File: config.mk
export PLATFORM = sky130hd
export DESIGN_NAME = ebp_top
export DESIGN_NICKNAME = d
export VERILOG_FILES = /design/src/ebp_pkg.sv /design/src/ebp_top.sv
export SDC_FILE = /design/constraint.sdc
export NUM_CORES = 1
export LEC_CHECK = 0
export BUFFER_PORTS_ARGS = -buffer_cell sky130_fd_sc_hd__buf_2
export CORE_UTILIZATION = 30
export CTS_CLUSTER_SIZE = 40
export DETAILED_ROUTE_END_ITERATION = 16
export PLACE_DENSITY = 0.6
export SYNTH_ARGS = -nofsm -noshare
export SYNTH_HDL_FRONTEND = slang
export SYNTH_SLANG_ARGS = --single-unit
File: constraint.sdc
create_clock -name clk -period 8.6 [get_ports clk]
set_clock_uncertainty 0.05 [all_clocks]
set_input_delay 0.86 -clock clk [delete_from_list [all_inputs] [get_ports clk]]
set_output_delay 0.86 -clock clk [all_outputs]
set_load 0.02 [all_outputs]
File: src/ebp_pkg.sv
// Shared constants and types for the external bus and port A block.
package ebp_pkg;

  // Register offsets on the plain register port.
  localparam logic [15:0] OFS_PA_DATA = 16'h0000;
  localparam logic [15:0] OFS_PB_DATA = 16'h0001;
  localparam logic [15:0] OFS_PA_DIR = 16'h0002;
  localparam logic [15:0] OFS_PB_DIR = 16'h0003;
  localparam logic [15:0] OFS_PE_DATA = 16'h0008;
  localparam logic [15:0] OFS_PE_DIR = 16'h0009;
  localparam logic [15:0] OFS_MISC = 16'h0013;
  localparam logic [15:0] OFS_CTRL = 16'h0020;
  localparam logic [15:0] OFS_STAT = 16'h0021;

  // Offsets below this bound leave the map in peripheral mode.
  localparam logic [15:0] MAP_REMOVED_TOP = 16'h0010;

  // Field positions.
  localparam int MISC_NARROW_FOLLOW_MAP_BUS_POS = 6;
  localparam int CTRL_MODE_LSB = 0;
  localparam int CTRL_EME_POS = 2;
  localparam int STAT_RW_POS = 0;
  localparam int STAT_A0_POS = 1;
  localparam int STAT_STRB_POS = 2;
  localparam int STAT_BUSY_POS = 3;

  // Reset values.
  localparam logic [7:0] PA_DATA_RST = 8'h00;
  localparam logic [7:0] PA_DIR_RST = 8'h00;
  localparam logic NARROW_FOLLOW_MAP_BUS_RST = 1'b0;
  localparam logic EME_RST = 1'b0;

  // Upper six address bits of the 1K register-following window.
  localparam logic [5:0] FOLLOW_PAGE = 6'h01;

  // Bus phase timing, in ns, and the derived cycle counts (least times round up).
  localparam int CLK_PERIOD_NS = 10;
  localparam int ADDR_PHASE_NS = 20;
  localparam int DATA_PHASE_NS = 40;
  localparam int ADDR_CYC = (ADDR_PHASE_NS + CLK_PERIOD_NS - 1) / CLK_PERIOD_NS;
  localparam int DATA_CYC = (DATA_PHASE_NS + CLK_PERIOD_NS - 1) / CLK_PERIOD_NS;

  // Operating modes.
  typedef enum logic [1:0] {
    EBP_MODE_SINGLE = 2'b00,
    EBP_MODE_EXP_NARROW = 2'b01,
    EBP_MODE_EXP_WIDE = 2'b10,
    EBP_MODE_PERIPH = 2'b11
  } ebp_mode_e;

  // Bus cycle states, Gray coded along idle, address, data.
  typedef enum logic [1:0] {
    EBP_ST_IDLE = 2'b00,
    EBP_ST_ADDR = 2'b01,
    EBP_ST_DATA = 2'b11
  } ebp_state_e;

endpackage : ebp_pkg

File: src/ebp_top.sv
// External multiplexed bus sequencer and port A register block.
`timescale 1ns/1ps
`default_nettype none

module ebp_top #(
  parameter int ADDR_CYCLES = ebp_pkg::ADDR_CYC,
  parameter int DATA_CYCLES = ebp_pkg::DATA_CYC,
  parameter logic [5:0] FOLLOW_PAGE = ebp_pkg::FOLLOW_PAGE
) (
  // Clock and reset.
  input wire logic clk,
  input wire logic sys_rst,
  // Register port.
  input wire logic [15:0] reg_addr,
  input wire logic [7:0] reg_wdata,
  input wire logic reg_wr,
  input wire logic reg_rd,
  output logic [7:0] reg_rdata,
  output logic reg_offmap,
  // Core access port.
  input wire logic acc_valid,
  input wire logic [15:0] acc_addr,
  input wire logic acc_write,
  input wire logic acc_word,
  input wire logic acc_ram,
  input wire logic [15:0] acc_wdata,
  output logic acc_ready,
  output logic acc_done,
  output logic [15:0] acc_rdata,
  // Bus control pins.
  output logic e_bus_clock,
  output logic bus_rw,
  output logic bus_a0,
  output logic low_byte_strobe_n,
  // Port A and port B pins.
  input wire logic [7:0] port_a_pin_in,
  output logic [7:0] port_a_pin_out,
  output logic [7:0] port_a_pin_oe,
  input wire logic [7:0] port_b_pin_in,
  output logic [7:0] port_b_pin_out,
  output logic [7:0] port_b_pin_oe
);

  localparam logic [3:0] ADDR_LOAD = 4'(ADDR_CYCLES - 1);
  localparam logic [3:0] DATA_LOAD = 4'(DATA_CYCLES - 1);

  // Register state.
  logic [7:0] pa_data_reg, pa_data_next;
  logic [7:0] pa_dir_reg, pa_dir_next;
  logic narrow_follow_map_bus_reg, narrow_follow_map_bus_next;
  logic eme_reg, eme_next;
  ebp_pkg::ebp_mode_e mode_reg, mode_next;
  logic [7:0] rdata_reg, rdata_next;
  logic offmap_reg, offmap_next;

  // Pin synchronisers and filtered levels.
  logic [7:0] pa_s1_reg, pa_s2_reg, pa_s3_reg, pa_in_reg, pa_in_next;
  logic [7:0] pb_s1_reg, pb_s2_reg, pb_s3_reg, pb_in_reg, pb_in_next;
  logic [7:0] pa_rd_val;

  // Bus cycle state.
  ebp_pkg::ebp_state_e st_reg, st_next;
  logic [3:0] cnt_reg, cnt_next;
  logic [15:0] cyc_addr_reg, cyc_addr_next;
  logic cyc_write_reg, cyc_write_next;
  logic cyc_word_reg, cyc_word_next;
  logic cyc_narrow_reg, cyc_narrow_next;
  logic [7:0] cyc_b0_reg, cyc_b0_next;
  logic [7:0] cyc_b1_reg, cyc_b1_next;
  logic split_reg, split_next;
  logic second_reg, second_next;
  logic [7:0] rd_hi_reg, rd_hi_next;
  logic [15:0] acc_rdata_reg, acc_rdata_next;
  logic acc_done_reg, acc_done_next;
  logic acc_ready_reg, acc_ready_next;
  logic e_reg, e_next;
  logic rw_reg, rw_next;
  logic a0_reg, a0_next;
  logic strb_n_reg, strb_n_next;
  logic [7:0] pa_out_reg, pa_out_next, pa_oe_reg, pa_oe_next;
  logic [7:0] pb_out_reg, pb_out_next, pb_oe_reg, pb_oe_next;

  logic reg_off;
  logic narrow_go;
  logic split_go;
  logic [7:0] rb0;
  logic [7:0] rb1;

  // Per-bit input filtering and port A read value.
  genvar gi;
  generate
    for (gi = 0; gi < 8; gi++) begin : g_pin
      assign pa_in_next[gi] = (pa_s2_reg[gi] == pa_s3_reg[gi]) ? pa_s3_reg[gi] : pa_in_reg[gi];
      assign pb_in_next[gi] = (pb_s2_reg[gi] == pb_s3_reg[gi]) ? pb_s3_reg[gi] : pb_in_reg[gi];
      assign pa_rd_val[gi] = pa_dir_reg[gi] ? pa_data_reg[gi] : pa_in_reg[gi];
    end
  endgenerate

  // Synchronisers; the first stage feeds only the second.
  always_ff @(posedge clk or posedge sys_rst) begin
    if (sys_rst) begin
      pa_s1_reg <= 8'h00;
      pa_s2_reg <= 8'h00;
      pa_s3_reg <= 8'h00;
      pa_in_reg <= 8'h00;
      pb_s1_reg <= 8'h00;
      pb_s2_reg <= 8'h00;
      pb_s3_reg <= 8'h00;
      pb_in_reg <= 8'h00;
    end else begin
      pa_s1_reg <= port_a_pin_in;
      pa_s2_reg <= pa_s1_reg;
      pa_s3_reg <= pa_s2_reg;
      pa_in_reg <= pa_in_next;
      pb_s1_reg <= port_b_pin_in;
      pb_s2_reg <= pb_s1_reg;
      pb_s3_reg <= pb_s2_reg;
      pb_in_reg <= pb_in_next;
    end
  end

  // Map decode, register writes and the one-cycle read answer.
  always_comb begin
    pa_data_next = pa_data_reg;
    pa_dir_next = pa_dir_reg;
    narrow_follow_map_bus_next = narrow_follow_map_bus_reg;
    eme_next = eme_reg;
    mode_next = mode_reg;
    rdata_next = 8'h00;
    reg_off = 1'b0;
    if (mode_reg == ebp_pkg::EBP_MODE_PERIPH && reg_addr < ebp_pkg::MAP_REMOVED_TOP) begin
      reg_off = 1'b1;
    end
    if (mode_reg != ebp_pkg::EBP_MODE_SINGLE &&
        (reg_addr == ebp_pkg::OFS_PA_DATA || reg_addr == ebp_pkg::OFS_PB_DATA ||
         reg_addr == ebp_pkg::OFS_PA_DIR || reg_addr == ebp_pkg::OFS_PB_DIR)) begin
      reg_off = 1'b1;
    end
    if ((mode_reg == ebp_pkg::EBP_MODE_EXP_NARROW || mode_reg == ebp_pkg::EBP_MODE_EXP_WIDE) &&
        eme_reg && (reg_addr == ebp_pkg::OFS_PE_DATA || reg_addr == ebp_pkg::OFS_PE_DIR)) begin
      reg_off = 1'b1;
    end
    offmap_next = (reg_wr | reg_rd) & reg_off;
    if (reg_wr && !reg_off) begin
      case (reg_addr)
        ebp_pkg::OFS_PA_DATA: pa_data_next = reg_wdata;
        ebp_pkg::OFS_PA_DIR: pa_dir_next = reg_wdata;
        ebp_pkg::OFS_MISC: narrow_follow_map_bus_next = reg_wdata[ebp_pkg::MISC_NARROW_FOLLOW_MAP_BUS_POS];
        ebp_pkg::OFS_CTRL: begin
          mode_next = ebp_pkg::ebp_mode_e'(reg_wdata[ebp_pkg::CTRL_MODE_LSB +: 2]);
          eme_next = reg_wdata[ebp_pkg::CTRL_EME_POS];
        end
        default: ;
      endcase
    end
    if (reg_rd && !reg_off) begin
      case (reg_addr)
        ebp_pkg::OFS_PA_DATA: rdata_next = pa_rd_val;
        ebp_pkg::OFS_PA_DIR: rdata_next = pa_dir_reg;
        ebp_pkg::OFS_MISC: rdata_next[ebp_pkg::MISC_NARROW_FOLLOW_MAP_BUS_POS] = narrow_follow_map_bus_reg;
        ebp_pkg::OFS_CTRL: begin
          rdata_next[ebp_pkg::CTRL_MODE_LSB +: 2] = mode_reg;
          rdata_next[ebp_pkg::CTRL_EME_POS] = eme_reg;
        end
        ebp_pkg::OFS_STAT: begin
          rdata_next[ebp_pkg::STAT_RW_POS] = rw_reg;
          rdata_next[ebp_pkg::STAT_A0_POS] = a0_reg;
          rdata_next[ebp_pkg::STAT_STRB_POS] = strb_n_reg;
          rdata_next[ebp_pkg::STAT_BUSY_POS] = (st_reg != ebp_pkg::EBP_ST_IDLE);
        end
        default: rdata_next = 8'h00;
      endcase
    end
  end

  // Register file flip-flops.
  always_ff @(posedge clk or posedge sys_rst) begin
    if (sys_rst) begin
      pa_data_reg <= ebp_pkg::PA_DATA_RST;
      pa_dir_reg <= ebp_pkg::PA_DIR_RST;
      narrow_follow_map_bus_reg <= ebp_pkg::NARROW_FOLLOW_MAP_BUS_RST;
      eme_reg <= ebp_pkg::EME_RST;
      mode_reg <= ebp_pkg::EBP_MODE_SINGLE;
      rdata_reg <= 8'h00;
      offmap_reg <= 1'b0;
    end else begin
      pa_data_reg <= pa_data_next;
      pa_dir_reg <= pa_dir_next;
      narrow_follow_map_bus_reg <= narrow_follow_map_bus_next;
      eme_reg <= eme_next;
      mode_reg <= mode_next;
      rdata_reg <= rdata_next;
      offmap_reg <= offmap_next;
    end
  end

  // Read lanes: the byte at the cycle address and the byte after it.
  assign rb0 = (!cyc_narrow_reg && cyc_addr_reg[0]) ? pb_in_reg : pa_in_reg;
  assign rb1 = cyc_addr_reg[0] ? pa_in_reg : pb_in_reg;

  // Follow-window width choice and word splitting at launch.
  assign narrow_go = (mode_reg == ebp_pkg::EBP_MODE_EXP_NARROW) ||
                     (mode_reg == ebp_pkg::EBP_MODE_EXP_WIDE && narrow_follow_map_bus_reg &&
                      acc_addr[15:10] == FOLLOW_PAGE);
  assign split_go = acc_word && (narrow_go || (acc_addr[0] && !acc_ram));

  // Bus cycle sequencer and pin drive.
  always_comb begin
    st_next = st_reg;
    cnt_next = cnt_reg;
    cyc_addr_next = cyc_addr_reg;
    cyc_write_next = cyc_write_reg;
    cyc_word_next = cyc_word_reg;
    cyc_narrow_next = cyc_narrow_reg;
    cyc_b0_next = cyc_b0_reg;
    cyc_b1_next = cyc_b1_reg;
    split_next = split_reg;
    second_next = second_reg;
    rd_hi_next = rd_hi_reg;
    acc_rdata_next = acc_rdata_reg;
    acc_done_next = 1'b0;
    case (st_reg)
      ebp_pkg::EBP_ST_IDLE: begin
        if (acc_valid && acc_ready_reg) begin
          cyc_addr_next = acc_addr;
          cyc_write_next = acc_write;
          cyc_word_next = acc_word && !split_go;
          cyc_narrow_next = narrow_go;
          cyc_b0_next = acc_word ? acc_wdata[15:8] : acc_wdata[7:0];
          cyc_b1_next = acc_wdata[7:0];
          split_next = split_go;
          second_next = 1'b0;
          st_next = ebp_pkg::EBP_ST_ADDR;
          cnt_next = ADDR_LOAD;
        end
      end
      ebp_pkg::EBP_ST_ADDR: begin
        if (cnt_reg == 4'h0) begin
          st_next = ebp_pkg::EBP_ST_DATA;
          cnt_next = DATA_LOAD;
        end else begin
          cnt_next = cnt_reg - 4'h1;
        end
      end
      ebp_pkg::EBP_ST_DATA: begin
        if (cnt_reg != 4'h0) begin
          cnt_next = cnt_reg - 4'h1;
        end else if (split_reg) begin
          rd_hi_next = rb0;
          split_next = 1'b0;
          second_next = 1'b1;
          cyc_addr_next = cyc_addr_reg + 16'h0001;
          cyc_b0_next = cyc_b1_reg;
          st_next = ebp_pkg::EBP_ST_ADDR;
          cnt_next = ADDR_LOAD;
        end else begin
          acc_done_next = 1'b1;
          second_next = 1'b0;
          if (second_reg) begin
            acc_rdata_next = {rd_hi_reg, rb0};
          end else if (cyc_word_reg) begin
            acc_rdata_next = {rb0, rb1};
          end else begin
            acc_rdata_next = {8'h00, rb0};
          end
          st_next = ebp_pkg::EBP_ST_IDLE;
        end
      end
      default: st_next = ebp_pkg::EBP_ST_IDLE;
    endcase
    acc_ready_next = (st_next == ebp_pkg::EBP_ST_IDLE) && (mode_next != ebp_pkg::EBP_MODE_SINGLE);
    // Bus control levels follow the cycle that the sequencer enters.
    e_next = (st_next == ebp_pkg::EBP_ST_DATA);
    rw_next = !((st_next != ebp_pkg::EBP_ST_IDLE) && cyc_write_next);
    a0_next = (st_next != ebp_pkg::EBP_ST_IDLE) && cyc_addr_next[0];
    strb_n_next = 1'b1;
    if (st_next != ebp_pkg::EBP_ST_IDLE) begin
      strb_n_next = cyc_word_next ? cyc_addr_next[0] : !cyc_addr_next[0];
    end
    pa_out_next = 8'h00;
    pa_oe_next = 8'h00;
    pb_out_next = 8'h00;
    pb_oe_next = 8'h00;
    if (mode_next == ebp_pkg::EBP_MODE_SINGLE) begin
      pa_out_next = pa_data_reg;
      pa_oe_next = pa_dir_reg;
    end else if (st_next == ebp_pkg::EBP_ST_ADDR) begin
      pa_out_next = cyc_addr_next[15:8];
      pb_out_next = cyc_addr_next[7:0];
      pa_oe_next = 8'hff;
      pb_oe_next = 8'hff;
    end else if (st_next == ebp_pkg::EBP_ST_DATA) begin
      if (cyc_narrow_next) begin
        pb_out_next = cyc_addr_next[7:0];
        pb_oe_next = 8'hff;
      end
      if (cyc_write_next) begin
        if (cyc_narrow_next) begin
          pa_out_next = cyc_b0_next;
          pa_oe_next = 8'hff;
        end else if (cyc_word_next) begin
          pa_out_next = cyc_addr_next[0] ? cyc_b1_next : cyc_b0_next;
          pb_out_next = cyc_addr_next[0] ? cyc_b0_next : cyc_b1_next;
          pa_oe_next = 8'hff;
          pb_oe_next = 8'hff;
        end else if (cyc_addr_next[0]) begin
          pb_out_next = cyc_b0_next;
          pb_oe_next = 8'hff;
        end else begin
          pa_out_next = cyc_b0_next;
          pa_oe_next = 8'hff;
        end
      end
    end
  end

  // Bus cycle flip-flops.
  always_ff @(posedge clk or posedge sys_rst) begin
    if (sys_rst) begin
      st_reg <= ebp_pkg::EBP_ST_IDLE;
      cnt_reg <= 4'h0;
      cyc_addr_reg <= 16'h0000;
      cyc_write_reg <= 1'b0;
      cyc_word_reg <= 1'b0;
      cyc_narrow_reg <= 1'b0;
      cyc_b0_reg <= 8'h00;
      cyc_b1_reg <= 8'h00;
      split_reg <= 1'b0;
      second_reg <= 1'b0;
      rd_hi_reg <= 8'h00;
      acc_rdata_reg <= 16'h0000;
      acc_done_reg <= 1'b0;
      acc_ready_reg <= 1'b0;
      e_reg <= 1'b0;
      rw_reg <= 1'b1;
      a0_reg <= 1'b0;
      strb_n_reg <= 1'b1;
      pa_out_reg <= 8'h00;
      pa_oe_reg <= 8'h00;
      pb_out_reg <= 8'h00;
      pb_oe_reg <= 8'h00;
    end else begin
      st_reg <= st_next;
      cnt_reg <= cnt_next;
      cyc_addr_reg <= cyc_addr_next;
      cyc_write_reg <= cyc_write_next;
      cyc_word_reg <= cyc_word_next;
      cyc_narrow_reg <= cyc_narrow_next;
      cyc_b0_reg <= cyc_b0_next;
      cyc_b1_reg <= cyc_b1_next;
      split_reg <= split_next;
      second_reg <= second_next;
      rd_hi_reg <= rd_hi_next;
      acc_rdata_reg <= acc_rdata_next;
      acc_done_reg <= acc_done_next;
      acc_ready_reg <= acc_ready_next;
      e_reg <= e_next;
      rw_reg <= rw_next;
      a0_reg <= a0_next;
      strb_n_reg <= strb_n_next;
      pa_out_reg <= pa_out_next;
      pa_oe_reg <= pa_oe_next;
      pb_out_reg <= pb_out_next;
      pb_oe_reg <= pb_oe_next;
    end
  end

  // Outputs come straight from flip-flops.
  assign reg_rdata = rdata_reg;
  assign reg_offmap = offmap_reg;
  assign acc_ready = acc_ready_reg;
  assign acc_done = acc_done_reg;
  assign acc_rdata = acc_rdata_reg;
  assign e_bus_clock = e_reg;
  assign bus_rw = rw_reg;
  assign bus_a0 = a0_reg;
  assign low_byte_strobe_n = strb_n_reg;
  assign port_a_pin_out = pa_out_reg;
  assign port_a_pin_oe = pa_oe_reg;
  assign port_b_pin_out = pb_out_reg;
  assign port_b_pin_oe = pb_oe_reg;

endmodule : ebp_top

`default_nettype wire

# [Word-level counts from Yosys, hierarchy flattened]
# Cells that the tools add are included.
[totals] wordCells=236 register_bits=198
[op_classes] eq_ne=35 n_lt_le_gt_ge=1 add_sub_neg=2 n_mux=94 bitwise_logic=4 reduce_logical=49
[op_table] operator="8-bit 2-to-1 mux" n=41
[op_table] operator="16-bit 2-to-1 mux" n=5
[op_table] operator="16-bit by 2-bit equality test with 1-bit output (second input constant)" n=2
[op_table] operator="16-bit by 4-bit equality test with 1-bit output (second input constant)" n=2
[op_table] operator="16-bit by 6-bit equality test with 1-bit output (second input constant)" n=2
[op_table] operator="16-bit one-hot mux with 2 select lines" n=1
[op_table] operator="1-bit 2-to-1 mux" n=28
[op_table] operator="16-bit by 1-bit adder with 16-bit output (second input constant)" n=1
[op_table] operator="1-bit equality test" n=16
[op_table] operator="16-bit by 1-bit equality test with 1-bit output (second input constant)" n=1
[op_table] operator="16-bit by 5-bit equality test with 1-bit output (second input constant)" n=1
[op_table] operator="1-bit logical AND" n=16
[op_table] operator="16-bit zero test" n=1
[op_table] operator="16-bit by 5-bit less-than comparator with 1-bit output (second input constant)" n=1
[op_table] operator="4-bit 2-to-1 mux" n=4
[op_table] operator="8-bit one-hot mux with 2 select lines" n=1
[op_table] operator="3-bit one-hot mux with 4 select lines" n=1
[op_table] operator="4-bit one-hot mux with 3 select lines" n=1
[op_table] operator="3-bit AND reduction" n=4
[op_table] operator="2-bit 2-to-1 mux" n=5
[op_table] operator="2-bit nonzero test" n=5
[op_table] operator="2-bit equality test (second input constant)" n=4
[op_table] operator="2-bit AND reduction" n=4
[op_table] operator="1-bit logical OR" n=7
[op_table] operator="other kinds (17)" n=31

# [Longest topological paths before layout]
# Gate-level depths: netlist of run 1.
[depth] depth_word=16 depth_mapped=11 mapped_depth_nobuf=10

# [Worst setup path after synthesis of run 1]
# OpenSTA, ideal clock, no wires.
[synth_path] path_kind="input -> register" start="input reg_addr[15]" end="register pb_out_reg[6], in the netlist port_b_pin_out[6]" arrival_ps=3128 setup_slack_ps=5338 setup_time_ps=84 n_path_buf=2 stages=8 cell_sequence="or4_4 > nor4_4 > nand4_4 > mux2_4 > buf_6 > or4_1 > buf_2 > o22ai_1"
[synth_via] elab_chain_len=12
[synth_rtl] item="start: declaration" line="ebp_top.sv:14" text="input wire logic [15:0] reg_addr,"
[synth_rtl] item="branches (longest 9 deep; another with 16-bit by 5-bit less-than comparator with 1-bit output)"
[synth_rtl] item="2-bit 2-to-1 mux (*)" line="ebp_top.sv:144" text="if (reg_wr && !reg_off) begin"
[synth_rtl] item="2-bit zero test (*)" line="ebp_top.sv:284" text="if (mode_next == ebp_pkg::EBP_MODE_SINGLE) begin"
[synth_rtl] item="8-bit 2-to-1 mux (*)" line="ebp_top.sv:284"
[synth_rtl] item="named net pb_out_next[6]" line="ebp_top.sv:81" text="logic [7:0] pb_out_reg, pb_out_next, pb_oe_reg, pb_oe_next;"
[synth_rtl] item="end signal: assignment" line="ebp_top.sv:363" text="pb_out_reg <= pb_out_next;"
[synth_rtl] item="end: declaration" line="ebp_top.sv:81"
# Mark *: on every way through the listed nets, which the timed path passes.
# A chain may end at the register's enable or synchronous reset.

# [Final worst setup path of run 1]
[layout_path] start="register st_reg[0]" end="register pa_oe_reg[5], in the netlist port_a_pin_oe[5]"
[layout_via] elab_chain_len=9
[layout_rtl] item="start: declaration" line="ebp_top.sv:62" text="ebp_pkg::ebp_state_e st_reg, st_next;"
[layout_rtl] item="start signal: assignment" line="ebp_top.sv:320" text="st_reg <= ebp_pkg::EBP_ST_IDLE;"
[layout_rtl] item="start signal: assignment" line="ebp_top.sv:343" text="st_reg <= st_next;"
[layout_rtl] item="2-bit equality test or 2-bit zero test (tied branches)" line="ebp_top.sv:222" text="case (st_reg)"
[layout_rtl] item="16-bit one-hot mux with 2 select lines" line="ebp_top.sv:222"
[layout_rtl] item="8-bit 2-to-1 mux" line="ebp_top.sv:306" text="end else if (cyc_addr_next[0]) begin"
[layout_rtl] item="8-bit 2-to-1 mux" line="ebp_top.sv:301" text="end else if (cyc_word_next) begin"
[layout_rtl] item="8-bit 2-to-1 mux" line="ebp_top.sv:298" text="if (cyc_narrow_next) begin"
[layout_rtl] item="8-bit 2-to-1 mux" line="ebp_top.sv:297" text="if (cyc_write_next) begin"
[layout_rtl] item="8-bit 2-to-1 mux" line="ebp_top.sv:292" text="end else if (st_next == ebp_pkg::EBP_ST_DATA) begin"
[layout_rtl] item="8-bit 2-to-1 mux (*)" line="ebp_top.sv:287" text="end else if (st_next == ebp_pkg::EBP_ST_ADDR) begin"
[layout_rtl] item="8-bit 2-to-1 mux (*)" line="ebp_top.sv:284"
[layout_rtl] item="named net pa_oe_next[5]" line="ebp_top.sv:80" text="logic [7:0] pa_out_reg, pa_out_next, pa_oe_reg, pa_oe_next;"
[layout_rtl] item="end signal: assignment" line="ebp_top.sv:362" text="pa_oe_reg <= pa_oe_next;"
[layout_rtl] item="end: declaration" line="ebp_top.sv:80"
# The timed path passes the listed nets; every way through them passes the cells marked *.

==> results of run 1 <==
## cell families (layout without fill, tap and decap cells)
kind of cell	Yosys count	count (layout)
buffers and inverters	69	208
multiplexers	68	68
AND/OR/NAND/NOR	256	256
adder cells (fa/ha/maj)	27	27
XOR/XNOR	1	1
flip-flops	191	191
AO/OA/AOI/OAI	159	159
## worst min path at each step
| stage | endpoint | cells after the start | slack (ns) | start |
|---|---|---|---|---|
| finish | pb_s2_reg[6] | 0 | 0.30 | pb_s1_reg[6] |
| global route | pb_s2_reg[1] | 0 | 0.31 | pb_s1_reg[1] |
| CTS | pa_s2_reg[6] | 0 | 0.30 | pa_s1_reg[6] |
| detailed placement | pa_s2_reg[6] | 0 | 0.28 | pa_s1_reg[6] |
| global placement | pa_s2_reg[2] | 0 | 0.28 | pa_s1_reg[2] |
| floorplan | pa_s2_reg[0] | 0 | 0.28 | pa_s1_reg[0] |
## worst max-delay path: stages, from the launching register on
cell	delay (ns)
dfrtp_1	0.39
inv_1	0.11
ha_1	0.85
nand2b_1	0.54
or4_1	0.19
nand4_1	0.63
ha_1	0.51
inv_1	0.05
o21ai_0	0.13
a2111oi_4	0.67
a21o_1	0.15
## cell usage in the layout, fill, tap and decap left out, types with 4 or more instances in the layout
cell and instances:
dfrtp_1 189, buf_2 142, nand2_1 107, nor2_1 59, o21ai_0 48, mux2i_1 46
a21oi_1 31, inv_1 29, mux2_2 21, clkbuf_16 17, maj3_1 16, o221ai_1 16
nand3_1 13, a21o_1 11, nor2b_1 11, ha_1 11, and3_1 9, o22ai_1 9
nand2b_1 7, nor4b_1 7, and2_1 7, nor3_1 6, a21boi_0 6, clkinv_8 6
or4_1 4, nand4b_1 4, nand4_1 4, a221oi_1 4, a22oi_1 4, a22o_1 4
## power by group through the flow
stage,sequential [mW],combinational [mW],clock (mW)
floorplan,1.04,0.325,0
detailed placement,1.03,0.505,0
CTS,1.01,0.507,0.833
global route,1.01,0.551,0.867
finish,1.01,0.504,0.814
global placement,1.02,0.503,0
## layout make-up
cell class | count | area [sq um]
multi-input cells | 511 | 3320
well taps | 372 | 465
fillers | 2748 | 17100
clock buffers | 17 | 425
inverters | 31 | 124
flip-flops and latches | 191 | 4780
repair buffers | 145 | 733
clock inverters | 15 | 199
## metal layers
layer / wire length [microns] / global-route usage / vias to the layer above
met5: 18 / 0 / -
met3: 1130 / 0.0285 / 38
met1: 10800 / 0.230 / 3098
met4: 483 / 0.0599 / 2
li1: - / - / 2982
met2: 10400 / 0.250 / 223
## metrics by stage
step                       util  cell area [sq um]
after floorplan               -               8400
after global placement    0.347               9430
after detailed placement  0.347               9430
after CTS                 0.370              10100
after global routing      0.370              10100
final                     0.370              10100
==> flow_metrics.py, run 1 <==
metrics = {
    "sta": {
        "fin_crit_ns": 4.35,
        "period_share": 0.506,
        "max_freq_mhz": 230,
        "whs_ns": 0.300,
        "slew_headroom": 0.254,
        "rsz0062_at_grt": "no",
        "hold_viol": 0,
        "drv_slew": 0,
        "fin_ws_ns": 4.25,
        "max_slew.worst_pin.slew_ns": 1.11,
        "fin_tns_setup_ns": 0,
        "setup_viol": 0,
    },
    "die": {
        "die_area_sq_um": 28700,
        "core_sq_um": 27200,
        "start_util": 0.309,
        "die_height_microns": 169,
        "rows": 60,
        "ios": 143,
        "die_w_microns": 169,
    },
    "worst_setup_path": {
        "endpoint": "port_a_pin_oe[5]",
        "r2r_cells": 10,
        "crit_type": "register to register",
        "r2r_slack_ns": 4.25,
        "startpoint": "st_reg[0]",
        "r2r_end": "port_a_pin_oe[5]",
        "worstPathRequired_ns": 8.92,
        "critPathLaunchType": "register",
        "end_kind": "register",
        "arrival_ns": 4.68,
        "crit_fanout": 25,
        "r2r_start": "st_reg[0]",
    },
    "power_and_ir_drop": {
        "max-vdd-ir-drop_mv": 0.121,
        "power_frac_comb": 0.217,
        "p_int_mw": 1.53,
        "p_leak_nw": 4.93,
        "powerDensity_nw_per_um2": 231,
        "p_seq_frac": 0.433,
        "pwr-share-clk": 0.350,
        "p_total_mw": 2.33,
        "p_sw_mw": 0.798,
        "switching_share": 0.343,
    },
    "drt": {
        "drtIter0Drc": 452,
        "vias": 6343,
        "dr.pass1.iters": 5,
        "ant_nets": 0,
        "drc": 0,
        "wl_per_cell_microns": 17.8,
        "avgViaCountPerCell": 4.95,
        "wl_microns": 22900,
    },
    "synth": {
        "yosys.area_share.adder": 0.0354,
        "ys_warn_count": 0,
        "synth_seq_cells": 191,
        "synth_mux_area_frac": 0.0847,
        "synth_area_leaders": "dfrtp_1 (56%), mux2i_1 (5.5%), nand2_1 (4.8%), o21ai_0 (2.9%), mux2_2 (2.8%)",
        "synth_area_sq_um": 8400,
        "postSynthAreaPerCell_sq_um": 10.9,
        "synth-main-ff-cell": "dfrtp_1",
        "synth-xor-area-share": 0.00104,
        "synth_edf_count": 0,
        "yosysTopAreaCell": "dfrtp_1",
        "synth_cells": 771,
        "seq_area_frac_synth": 0.569,
        "postSynth.asyncResetShare": 1.00,
        "synth_top_family_by_area": "simple AND/OR/NAND/NOR gates",
        "synth-simple-area-share": 0.150,
        "synth_top_area_share": 0.563,
        "synth_compound_area_frac": 0.125,
        "synthesis.nets": 862,
        "yosysMostFrequentCell": "dfrtp_1",
        "ys_top_cells_by_count": "dfrtp_1 (189), nand2_1 (107), nor2_1 (59), o21ai_0 (48), mux2i_1 (46)",
        "yosysUniqueCellTypes": 63,
    },
    "place": {
        "dp.cells": 1250,
        "dp_hpwl_microns": 16700,
        "dp_worst_setup_slack_ns": 4.29,
        "io_buffers": 142,
        "gp_congestion": 0.833,
    },
    "global_route": {
        "overflow": 0,
        "grt_pass1_vias": 6154,
        "grt_antenna_before_repair": 1,
        "track_usage": 0.163,
        "grt_pass1_wl_microns": 35200,
        "grt_max_degree": 137,
    },
    "cells_and_area": {
        "fin_cells": 1282,
        "drive_gt1_frac": 0.230,
        "area_growth_pct": 19.7,
        "layout.nets": 988,
        "antenna_cells": 0,
    },
    "clock_tree": {
        "postCtsSetupRepairBufs": 0,
        "cts_tree": "done",
        "cts_made_buffers": 17,
        "clock-sinks": 191,
        "htreeDepth": 4,
        "ctsRootBufferMaster": "clkbuf_16",
        "post_cts_resized": 0,
        "cts.clk_slew.worst_paths_ns": 0.08,
        "holdBufCountCts": 0,
        "clock_path_buffers": 2,
        "clock_latency_ns": 0.44,
    },
    "worst_hold_path": {
        "hp-class": "register to register",
    },
    "status": {
        "outcome": "complete, no violations",
    },
    "run": {
        "maxCapViolCount": 0,
    },
}
(Power assumes the default switching activity.)
==> run 2: changes to the inputs <==
--- a/config.mk
+++ b/config.mk
@@ -5,6 +5,7 @@
 export SDC_FILE = /design/constraint.sdc
 export NUM_CORES = 1
 export LEC_CHECK = 0
+export ABC_AREA = 1
 export BUFFER_PORTS_ARGS = -buffer_cell sky130_fd_sc_hd__buf_2
 export CORE_UTILIZATION = 30
 export CTS_CLUSTER_SIZE = 40
==> constraint.sdc (replaced) <==
create_clock -name clk -period 4.4 [get_ports clk]
set_clock_uncertainty 0.05 [all_clocks]
set_input_delay 0.44 -clock clk [delete_from_list [all_inputs] [get_ports clk]]
set_output_delay 0.44 -clock clk [all_outputs]
set_load 0.02 [all_outputs]
==> flow_metrics.py, run 2 <==
metrics = {
    "status": {
        "outcome": "complete, no violations",
    },
    "worst_setup_path": {
        "critPathLaunchType": "register",
        "r2r_end": "port_a_pin_oe[2]",
        "r2r_slack_ns": 1.43,
        "worstPathRequired_ns": 4.72,
        "arrival_ns": 3.29,
        "r2r_start": "st_reg[0]",
        "crit_type": "register to register",
        "r2r_cells": 16,
        "end_kind": "register",
        "crit_fanout": 29,
    },
    "die": {
        "start_util": 0.308,
        "die_w_microns": 175,
        "ios": 143,
        "die_area_sq_um": 30500,
        "core_sq_um": 29000,
        "rows": 62,
        "die_height_microns": 175,
    },
    "global_route": {
        "grt_pass1_wl_microns": 40000,
        "grt_pass1_vias": 7315,
        "track_usage": 0.169,
        "grt_max_degree": 77,
        "grt_antenna_before_repair": 1,
        "overflow": 0,
    },
    "clock_tree": {
        "postCtsSetupRepairBufs": 0,
        "clock_path_buffers": 2,
        "cts_tree": "done",
        "clock_latency_ns": 0.44,
        "htreeDepth": 4,
        "clock-sinks": 191,
        "holdBufCountCts": 0,
        "cts_made_buffers": 17,
        "cts.clk_slew.worst_paths_ns": 0.08,
        "ctsRootBufferMaster": "clkbuf_16",
        "post_cts_resized": 0,
    },
    "power_and_ir_drop": {
        "powerDensity_nw_per_um2": 465,
        "p_leak_nw": 5.33,
        "p_total_mw": 4.93,
        "max-vdd-ir-drop_mv": 0.331,
    },
    "synth": {
        "ys_warn_count": 0,
        "synth_area_sq_um": 8950,
        "synth_seq_cells": 191,
        "synth_cells": 1040,
        "postSynthAreaPerCell_sq_um": 8.60,
        "synth-main-ff-cell": "dfrtp_1",
        "synth_area_leaders": "dfrtp_1 (53%), nand2_1 (13%), inv_1 (5.0%), o21ai_0 (3.7%), nand3_1 (2.9%)",
        "ys_top_cells_by_count": "nand2_1 (316), dfrtp_1 (189), inv_1 (119), o21ai_0 (67), nor2_1 (52)",
        "yosysUniqueCellTypes": 45,
        "synth_edf_count": 0,
        "synth_top_area_share": 0.529,
        "yosysMostFrequentCell": "nand2_1",
        "synthesis.nets": 1131,
        "postSynth.asyncResetShare": 1.00,
        "yosysTopAreaCell": "dfrtp_1",
        "seq_area_frac_synth": 0.534,
    },
    "place": {
        "io_buffers": 142,
        "gp_congestion": 0.924,
        "dp_hpwl_microns": 18500,
    },
    "worst_hold_path": {
        "min_from": "port_b_pin_in[7]",
        "whs_endpoint": "pb_s1_reg[7]",
        "hp-class": "primary input to register",
        "whs_path_depth": 1,
    },
    "sta": {
        "max_freq_mhz": 337,
        "hold_viol": 0,
        "drv_slew": 0,
        "max_slew.worst_pin.slew_ns": 1.16,
        "fin_tns_setup_ns": 0,
        "period_share": 0.675,
        "rsz0062_at_grt": "no",
        "setup_viol": 0,
        "slew_headroom": 0.226,
        "fin_crit_ns": 2.97,
    },
    "cells_and_area": {
        "layout.nets": 1264,
        "fill_cells": 3049,
        "antenna_cells": 0,
        "layout_common_cells": "nand2_1 (316), dfrtp_1 (189), buf_2 (142)",
        "drive_gt1_frac": 0.197,
        "final_common_cell": "nand2_1",
        "area_growth_pct": 18.7,
    },
    "drt": {
        "vias": 7503,
        "drc": 0,
        "wl_per_cell_microns": 16.0,
        "wl_microns": 25100,
        "dr.pass1.iters": 5,
        "avgViaCountPerCell": 4.78,
        "drtIter0Drc": 630,
        "ant_nets": 0,
    },
    "run": {
        "maxCapViolCount": 0,
    },
}
run 2: through the flow:
| step | instance area [sq um] | hold WS [ns] | setup WS, ns | utilization | std cells |
|---|---|---|---|---|---|
| after floorplan | 8950 | 0.281 | 1.45 | - | 1040 |
| after global placement | 10000 | 0.283 | 1.55 | 0.345 | 1538 |
| after detailed placement | 10000 | 0.286 | 1.46 | 0.345 | 1538 |
| after CTS | 10600 | 0.0359 | 1.43 | 0.366 | 1569 |
| after global routing | 10600 | 0.0229 | 1.14 | 0.366 | 1569 |
| final | 10600 | 0.0447 | 1.43 | 0.366 | 1569 |
run 2: worst max-delay path by stage:
stage / end / slack [ns] / from / cells past startpoint
2_1_floorplan: acc_done / 1.45 / sys_rst / 1
3_5_place_dp: port_a_pin_oe[2] / 1.46 / st_reg[0] / 16
3_3_place_gp: port_a_pin_oe[5] / 1.55 / st_reg[1] / 16
5_1_grt: port_a_pin_oe[2] / 1.14 / st_reg[1] / 16
4_1_cts: port_a_pin_oe[2] / 1.43 / st_reg[1] / 16
6_report: port_a_pin_oe[2] / 1.43 / st_reg[0] / 16
run 2: cell families (layout without fill, tap and decap cells):
family / Yosys count / after routing / share of synthesized area
and+or+nand+nor: 463 / 463 / 0.221
buffers and inverters: 165 / 310 / 0.0765
muxes: 12 / 12 / 0.0147
AOI/OAI and AO/OA: 182 / 182 / 0.120
DFF: 191 / 191 / 0.534
adders and majority gates: 27 / 27 / 0.0333
run 2: layer usage:
layer,GRT usage,up-vias,part of all wire
met2,0.261,251,0.45
met3,0.0355,24,0.056
met5,0,-,0
met1,0.241,3598,0.48
li1,-,3630,-
met4,0.0449,0,0.013
run 2: worst max-delay path: stages (launching register included):
cell     delay [ns]
dfrtp_1        0.44
inv_1          0.13
ha_1           0.25
inv_2          0.06
nor2_2         0.10
buf_4          0.33
inv_2          0.15
nor2_1         0.12
nand4_1        0.09
nand2_1        0.30
inv_1          0.11
ha_1           0.19
nand2_1        0.06
nand2_1        0.04
o21ai_0        0.17
nand2_2        0.20
nand2_1        0.10
run 2: area by class of cell:
class	count	area, sq um	share of cell area
well taps	384	480	0.0453
multi-input cells	684	3480	0.328
clock buffers	17	425	0.0401
flip-flops and latches	191	4780	0.450
clock inverters	14	168	0.0158
repair buffers	152	798	0.0752
inverters	127	482	0.0454
run 2: where the power goes:
part / switching (mW) / internal, mW
clock: 0.766 / 0.811
combinational: 0.884 / 0.405
sequential: 0.144 / 1.92
